<file path="src/logic/comparator_control_pkg.sv">
/*
  Constants for the comparator control and status register block.
  Assumes an 8-bit special-function register bus inside the microcontroller core.
*/
package comparator_control_pkg;
  localparam int data_width = 8;
  localparam int addr_width = 8;
  localparam logic [7:0] comparator_zero_control_addr = 8'h9E;
  localparam logic [7:0] comparator_zero_control_reset = 8'h00;
  localparam logic [7:0] read_idle_value = 8'h00;
  localparam int enable_bit_pos = 7;
  localparam int output_state_pos = 6;
  localparam int rising_flag_pos = 5;
  localparam int falling_flag_pos = 4;
  localparam int pos_hyst_hi = 3;
  localparam int pos_hyst_lo = 2;
  localparam int neg_hyst_hi = 1;
  localparam int neg_hyst_lo = 0;
  localparam int hyst_width = 2;
  typedef enum logic [1:0] {
    hyst_off_t_val = 2'h0,
    hyst_2mv = 2'h1,
    hyst_4mv = 2'h2,
    hyst_10mv = 2'h3
  } hysteresis_t;
endpackage : comparator_control_pkg

</file>
<file path="src/logic/comparator_control_flags.sv">
/*
  Control and status logic around one analog comparator, reached through one
  8-bit special-function register. Assumes a single-cycle SFR bus with write and
  read strobes, and an asynchronous comparator output from the analog core.
*/
// Overview of operation
// RULE_01: Bit 7 high enables the comparator; low disables it.
// RULE_02: Bit 6 reads the comparator output, high when noninverting input is higher.
// RULE_03: Bit 5 latches on every rising output edge until software clears it.
// RULE_04: Bit 4 latches on every falling output edge until software clears it.
// RULE_05: Bits 3 to 2 select positive hysteresis driven to the analog core.
// RULE_06: Bits 1 to 0 select negative hysteresis driven to the analog core.
// RULE_07: Comparator output is synchronised before edge detection, one flag per transition.
`timescale 1ns/1ps
module comparator_control_flags
  import comparator_control_pkg::*;
(
  input wire logic core_clk,
  input wire logic sys_rst,
  input wire logic [comparator_control_pkg::addr_width-1:0] sfr_addr,
  input wire logic sfr_write,
  input wire logic sfr_read,
  input wire logic [comparator_control_pkg::data_width-1:0] sfr_wdata,
  output logic [comparator_control_pkg::data_width-1:0] sfr_rdata,
  input wire logic comparator_raw_out,
  output logic comparator_enable_bit,
  output logic [comparator_control_pkg::hyst_width-1:0] positive_hysteresis_sel,
  output logic [comparator_control_pkg::hyst_width-1:0] negative_hysteresis_sel
);
  import comparator_control_pkg::*;

  // ****************************************
  // Comparator output synchroniser
  // ****************************************
  logic sync_first;
  logic sync_second;
  logic comparator_output_state;
  logic next_sync_first;
  logic next_sync_second;
  logic next_output_state;

  // RULE_07: Two-stage synchroniser.
  always_comb begin
    next_sync_first = comparator_raw_out;
    next_sync_second = sync_first;
    next_output_state = sync_second;
  end

  // RULE_07: Clears to idle level.
  always_ff @(posedge core_clk or posedge sys_rst) begin
    if (sys_rst) begin
      sync_first <= comparator_zero_control_reset[output_state_pos];
      sync_second <= comparator_zero_control_reset[output_state_pos];
      comparator_output_state <= comparator_zero_control_reset[output_state_pos];
    end else begin
      sync_first <= next_sync_first;
      sync_second <= next_sync_second;
      comparator_output_state <= next_output_state;
    end
  end

  // ****************************************
  // Edge detection
  // ****************************************
  logic rising_seen;
  logic falling_seen;

  // RULE_03: Rising edge detect.
  assign rising_seen = sync_second & ~comparator_output_state;
  // RULE_04: Falling edge detect.
  assign falling_seen = ~sync_second & comparator_output_state;

  // ****************************************
  // Register address decode
  // ****************************************
  logic reg_selected;
  logic hit_write;
  logic hit_read;

  // RULE_01: Register address match.
  assign reg_selected = (sfr_addr == comparator_zero_control_addr);
  assign hit_write = sfr_write & reg_selected;
  assign hit_read = sfr_read & reg_selected;

  // ****************************************
  // Comparator enable
  // ****************************************
  logic next_enable;

  always_comb begin
    next_enable = comparator_enable_bit;
    // RULE_01: Enable bit write.
    if (hit_write) begin
      next_enable = sfr_wdata[enable_bit_pos];
    end
  end

  always_ff @(posedge core_clk or posedge sys_rst) begin
    if (sys_rst) begin
      comparator_enable_bit <= comparator_zero_control_reset[enable_bit_pos];
    end else begin
      comparator_enable_bit <= next_enable;
    end
  end

  // ****************************************
  // Hysteresis selects
  // ****************************************
  hysteresis_t pos_code;
  hysteresis_t neg_code;
  logic [hyst_width-1:0] next_pos;
  logic [hyst_width-1:0] next_neg;

  // RULE_05: Positive hysteresis decode.
  always_comb begin
    case (sfr_wdata[pos_hyst_hi:pos_hyst_lo])
      hyst_2mv: pos_code = hyst_2mv;
      hyst_4mv: pos_code = hyst_4mv;
      hyst_10mv: pos_code = hyst_10mv;
      default: pos_code = hyst_off_t_val;
    endcase
  end

  // RULE_06: Negative hysteresis decode.
  always_comb begin
    case (sfr_wdata[neg_hyst_hi:neg_hyst_lo])
      hyst_2mv: neg_code = hyst_2mv;
      hyst_4mv: neg_code = hyst_4mv;
      hyst_10mv: neg_code = hyst_10mv;
      default: neg_code = hyst_off_t_val;
    endcase
  end

  always_comb begin
    next_pos = positive_hysteresis_sel;
    next_neg = negative_hysteresis_sel;
    if (hit_write) begin
      // RULE_05: Positive select write.
      next_pos = pos_code;
      // RULE_06: Negative select write.
      next_neg = neg_code;
    end
  end

  always_ff @(posedge core_clk or posedge sys_rst) begin
    if (sys_rst) begin
      positive_hysteresis_sel <= comparator_zero_control_reset[pos_hyst_hi:pos_hyst_lo];
      negative_hysteresis_sel <= comparator_zero_control_reset[neg_hyst_hi:neg_hyst_lo];
    end else begin
      positive_hysteresis_sel <= next_pos;
      negative_hysteresis_sel <= next_neg;
    end
  end

  // ****************************************
  // Edge event flags
  // ****************************************
  logic rising_edge_event_flag;
  logic falling_edge_event_flag;
  logic next_rising;
  logic next_falling;

  always_comb begin
    next_rising = rising_edge_event_flag;
    next_falling = falling_edge_event_flag;
    if (hit_write) begin
      // RULE_03: Software flag write.
      next_rising = sfr_wdata[rising_flag_pos];
      // RULE_04: Software flag write.
      next_falling = sfr_wdata[falling_flag_pos];
    end
    // RULE_03: Edge set wins.
    if (rising_seen) begin
      next_rising = 1'h1;
    end
    // RULE_04: Edge set wins.
    if (falling_seen) begin
      next_falling = 1'h1;
    end
  end

  always_ff @(posedge core_clk or posedge sys_rst) begin
    if (sys_rst) begin
      rising_edge_event_flag <= comparator_zero_control_reset[rising_flag_pos];
      falling_edge_event_flag <= comparator_zero_control_reset[falling_flag_pos];
    end else begin
      rising_edge_event_flag <= next_rising;
      falling_edge_event_flag <= next_falling;
    end
  end

  // ****************************************
  // Read data
  // ****************************************
  logic [data_width-1:0] read_word;
  logic [data_width-1:0] next_rdata;

  always_comb begin
    read_word = read_idle_value;
    // RULE_01: Enable readback.
    read_word[enable_bit_pos] = next_enable;
    // RULE_02: Output state readback.
    read_word[output_state_pos] = comparator_output_state;
    // RULE_03: Rising flag readback.
    read_word[rising_flag_pos] = next_rising;
    // RULE_04: Falling flag readback.
    read_word[falling_flag_pos] = next_falling;
    // RULE_05: Positive select readback.
    read_word[pos_hyst_hi:pos_hyst_lo] = next_pos;
    // RULE_06: Negative select readback.
    read_word[neg_hyst_hi:neg_hyst_lo] = next_neg;
  end

  always_comb begin
    next_rdata = read_idle_value;
    if (hit_read) begin
      next_rdata = read_word;
    end
  end

  always_ff @(posedge core_clk or posedge sys_rst) begin
    if (sys_rst) begin
      sfr_rdata <= read_idle_value;
    end else begin
      sfr_rdata <= next_rdata;
    end
  end
endmodule : comparator_control_flags

</file>
<file path="config.mk">
export PLATFORM = sky130hd
export DESIGN_NAME = comparator_control_flags
export DESIGN_NICKNAME = d
export VERILOG_FILES = /design/src/logic/comparator_control_pkg.sv /design/src/logic/comparator_control_flags.sv
export SDC_FILE = /design/constraint.sdc
export NUM_CORES = 1
export LEC_CHECK = 0
export BUFFER_PORTS_ARGS = -buffer_cell sky130_fd_sc_hd__buf_2
export CAP_MARGIN = 20
export CORE_ASPECT_RATIO = 0.9
export CORE_MARGIN = 2
export CORE_UTILIZATION = 40
export DETAILED_ROUTE_END_ITERATION = 8
export PLACE_DENSITY_LB_ADDON = 0.1
export SKIP_LAST_GASP = 1
export SLEW_MARGIN = 30
export SYNTH_ARGS = -nofsm -noshare
export SYNTH_HDL_FRONTEND = slang
export SYNTH_SLANG_ARGS = --single-unit
</file>
<file path="constraint.sdc">
create_clock -name core_clk -period 0.9 [get_ports core_clk]
set_input_delay 0 -clock core_clk [delete_from_list [all_inputs] [get_ports core_clk]]
set_output_delay 0 -clock core_clk [all_outputs]
set_load 0.05 [all_outputs]
</file>
* Word level (Yosys, flattened, before mapping) *
Index checks and enable logic that the tools add are counted.

storage, ports and cells
  register bits = 18
  input bits = 21
  output and inout bits = 13
  logic and storage cells = 32

operators by class
  equality and inequality tests = 7
  mux-type cells = 10
  bitwise logic cells = 6

operators with widths
  kind                                                  count
  one-hot mux 2 bit (3 select lines)                    2
  equality test 2 bit (second input constant)           4
  equality test 8 bit (second input constant)           1
  two-way mux 8 bit                                     1
  two-way mux 1 bit                                     5
  bitwise AND 1 bit                                     4
  equality test 2 x 1 -> 1 bit (second input constant)  2
  two-way mux 2 bit                                     2
  inverter 1 bit                                        2

* Logic depth before layout (Yosys ltp) *
  depth after elaboration = 5
  depth in mapped cells = 4
  mapped depth without buffers = 3

* Worst setup path before layout *
Ideal clock, no wire load.

  kind = reg2reg
  start = register comparator_enable_bit
  end = register comparator_enable_bit
  data arrival time = 871 ps
  slack = -96 ps
  cell stages (with the launch flop) = 2
  buffers on the path = 0
  period minus slack after synthesis = 996 ps
  cell sequence = dfrtp_1 -> mux2_4

between the ends
  cells in the longest elaborated chain, start to end = 1

RTL lines
  item                    RTL line                         RTL
  start, declared         comparator_control_flags.sv:26   output logic comparator_enable_bit,
  start signal, assigned  comparator_control_flags.sv:100  comparator_enable_bit <= comparator_zero_control_reset[enable_bit_pos];
  start signal, assigned  comparator_control_flags.sv:102  comparator_enable_bit <= next_enable;
  two-way mux 1 bit       comparator_control_flags.sv:93   if (hit_write) begin
  via next_enable         comparator_control_flags.sv:88   logic next_enable;

The timed path passes the listed nets, and every way through them passes these cells.

* Worst setup path after layout *
  start = register sync_second (netlist: next_output_state)
  end = register rising_edge_event_flag

between the ends
  cells in the longest elaborated chain, start to end = 2

RTL lines
  item                    RTL line                         RTL
  start, declared         comparator_control_flags.sv:36   logic sync_second;
  start signal, assigned  comparator_control_flags.sv:53   sync_second <= comparator_zero_control_reset[output_state_pos];
  start signal, assigned  comparator_control_flags.sv:57   sync_second <= next_sync_second;
  bitwise AND 1 bit       comparator_control_flags.sv:69   assign rising_seen = sync_second & ~comparator_output_state;
  two-way mux 1 bit       comparator_control_flags.sv:173  if (rising_seen) begin
  via next_rising         comparator_control_flags.sv:160  logic next_rising;
  end signal, assigned    comparator_control_flags.sv:184  rising_edge_event_flag <= comparator_zero_control_reset[rising_flag_pos];
  end signal, assigned    comparator_control_flags.sv:187  rising_edge_event_flag <= next_rising;
  end, declared           comparator_control_flags.sv:158  logic rising_edge_event_flag;

The timed path passes the listed nets, and every way through them passes these cells.

==> flow_summary.json <==
{
  "status": "finished, violations left",
  "violations": "negative setup slack",
  "dieWidth_um": 49.6,
  "tightestPinTransition_ps": 247,
  "r2r_slack_ps": -160,
  "die_height_um": 45.0,
  "rsz0062_at_grt": "true",
  "grt_max_degree": 19,
  "clk_pin_slew_ps": 100,
  "cts_tree": "yes",
  "layout_commonest_cell": "buf_2",
  "ys_ff_latch": 18,
  "syn_avg_cell_area_um2": 13.8,
  "syn_nets": 75,
  "cts-buffers-inserted": 3,
  "crit_path_max_incr_delay_ps": 410,
  "place_ws_ps": -119,
  "hpwlAfterDp_um": 1030,
  "yosysSeqAreaShare_pct": 60.3,
  "ios": 34,
  "crit-reg2reg-capture": "rising_edge_event_flag$_DFF_PP0_",
  "track_usage_pct": 15.3,
  "dr.pass1.iters": 2,
  "critPathSlowestCell": "dfrtp_1",
  "fmax_mhz": 944,
  "drtAntennaViolNets": 0,
  "rows": 14,
  "drv_cap": 0,
  "diodes": 0,
  "cp-endpoint": "rising_edge_event_flag$_DFF_PP0_",
  "path_cells": "nor2b_2, a31oi_1, a21bo_2",
  "power_mw": 1.58,
  "area_growth_syn_to_layout_pct": 53.6,
  "yosysWarnings": 0,
  "worstReg2RegStart": "next_output_state$_DFF_PP0_",
  "min_delay_path_depth": 4,
  "crit_type": "reg2reg",
  "ys_types": 15,
  "grt_pass1_vias": 556,
  "grt-ovfl-total": 0,
  "skew_ps": 0.758,
  "critPathLaunchType": "flip-flop",
  "p_leak_nw": 0.594,
  "cts_sinks": 18,
  "setup_ws_ps": -159,
  "drt-initial-drc-count": 2,
  "clk_latency_ps": 290,
  "power_density_nw_per_um2": 1380,
  "period_share_pct": 118,
  "final_hold_viol_count": 0,
  "vias_per_cell": 4.60,
  "synth_area_um2": 747,
  "initial_utilization_pct": 43.5,
  "hold_path_class": "in2reg",
  "htreeDepth": 1,
  "clockBufferDepth": 2,
  "drc": 0,
  "cp-end-kind": "flip-flop",
  "antenna_found_initial": 0,
  "r2r_cells": 3,
  "vdd_drop_max_uv": 638,
  "grt_pass1_wl_um": 2500,
  "slew_violations": 0,
  "synthCells": 54,
  "worstPathRequired_ps": 1090,
  "core_area_um2": 1720,
  "final_util_pct": 66.8,
  "critPathMaxFanout": 2,
  "relSlewSlack_pct": 83.7,
  "wl_per_cell_um": 12.1,
  "layout_common_cells": "buf_2, dfrtp_1, nor2_1",
  "timing.setup.tns_ps": -336,
  "io_buffers": 32,
  "num-nets-final": 124,
  "finalSetupViolCount": 3,
  "cp.arrival_ps": 1250,
  "cts_root_buffer": "clkbuf_4",
  "globalplace.congestion": 0.715,
  "num_vias": 580,
  "die_area_um2": 2230,
  "fin_crit_ps": 1060,
  "layout-drive-gt1-share_pct": 59.8,
  "crit_start": "next_output_state$_DFF_PP0_",
  "routed_wl_um": 1530
}
[sequential cells by signal, indices dropped and copies added, names as in the netlist]
name	cells
negative_hysteresis_sel	2
next_sync_second	1
positive_hysteresis_sel	2
comparator_enable_bit	1
falling_edge_event_flag	1
comparator_output_state	1
rising_edge_event_flag	1
sfr_rdata	8
next_output_state	1
[what timing repair did]
| item | 4_1_cts | 5_1_grt |
|---|---|---|
| pin swaps | 1 | 1 |
| gates resized for setup | 14 | 7 |
| hold buffers | 7 | 0 |
| endpoints found under the setup margin | 9 | 13 |
| setup buffers | 1 | 0 |
| endpoints found under the hold margin | 29 | 0 |
[final cells by class]
type,instances,area (um^2)
inverter,3,11.3
timing repair buffer,45,319
multi-input combinational,32,294
sequential,18,457
tap,24,30.0
clock buffer,4,36.3
fill,142,569
[worst min-delay path by stage]
stage / start / slack, ps / endpoint
global placement: sys_rst / 20 / sfr_rdata[6]$_DFF_PP0_
finish: sfr_wdata[4] / 90 / sfr_rdata[4]$_DFF_PP0_
CTS: sfr_wdata[4] / 90 / sfr_rdata[4]$_DFF_PP0_
floorplan: sys_rst / -60 / comparator_output_state$_DFF_PP0_
detailed placement: sys_rst / 20 / sfr_rdata[6]$_DFF_PP0_
global route: sfr_read / 100 / sfr_rdata[6]$_DFF_PP0_
[critical path: cells and delay by family (launching register included)]
family,cells,cell delay (ps)
compound gates,2,390
flops,1,410
simple gates,1,170
[cells in the mapped netlist, drive strengths merged]
cell / n / area, um^2
a31oi: 2 / 12.5
mux2: 5 / 75.1
and2: 2 / 12.5
and4b: 1 / 11.3
nor2b: 2 / 12.5
inv: 3 / 11.3
mux2i: 5 / 50.1
nand3: 2 / 22.5
and4bb: 1 / 12.5
nor2: 8 / 30.0
buf: 1 / 11.3
a211oi: 2 / 15.0
a21bo: 2 / 20.0
dfrtp: 18 / 450
[per-layer routing]
layer	vias to the layer above	part of all wire, %	track usage, %
li1	283	-	-
met1	276	42	19.5
met2	19	51	26.7
met4	0	1.2	5.00
met3	2	4.8	2.98
met5	-	0	0
[report_power, final]
group / total, mW / leakage, nW / switching (mW) / internal, mW
sequential: 0.846 / 0.225 / 0.0169 / 0.829
combinational: 0.236 / 0.348 / 0.112 / 0.124
clock: 0.501 / 0.0210 / 0.255 / 0.246
total: 1.58 / 0.594 / 0.384 / 1.20
[metrics by stage]
step | cells | hold WS (ps) | area (um^2)
global placement | 114 | 20.3 | 970
detailed placement | 114 | 19.9 | 970
finish | 126 | 89.5 | 1150
CTS | 126 | 87.8 | 1130
floorplan | 54 | -61.8 | 753
global route | 126 | 100 | 1150
[cells by family (layout without fill, tap and decap cells)]
family | Yosys count | count (layout) | synth area share [%]
AO/OA/AOI/OAI | 6 | 6 | 6.36
multiplexers | 10 | 10 | 16.8
flip-flops | 18 | 18 | 60.3
buffers and inverters | 4 | 52 | 3.01
AND/OR/NAND/NOR | 16 | 16 | 13.6
No activity file was read; power rests on OpenSTA's default activity.
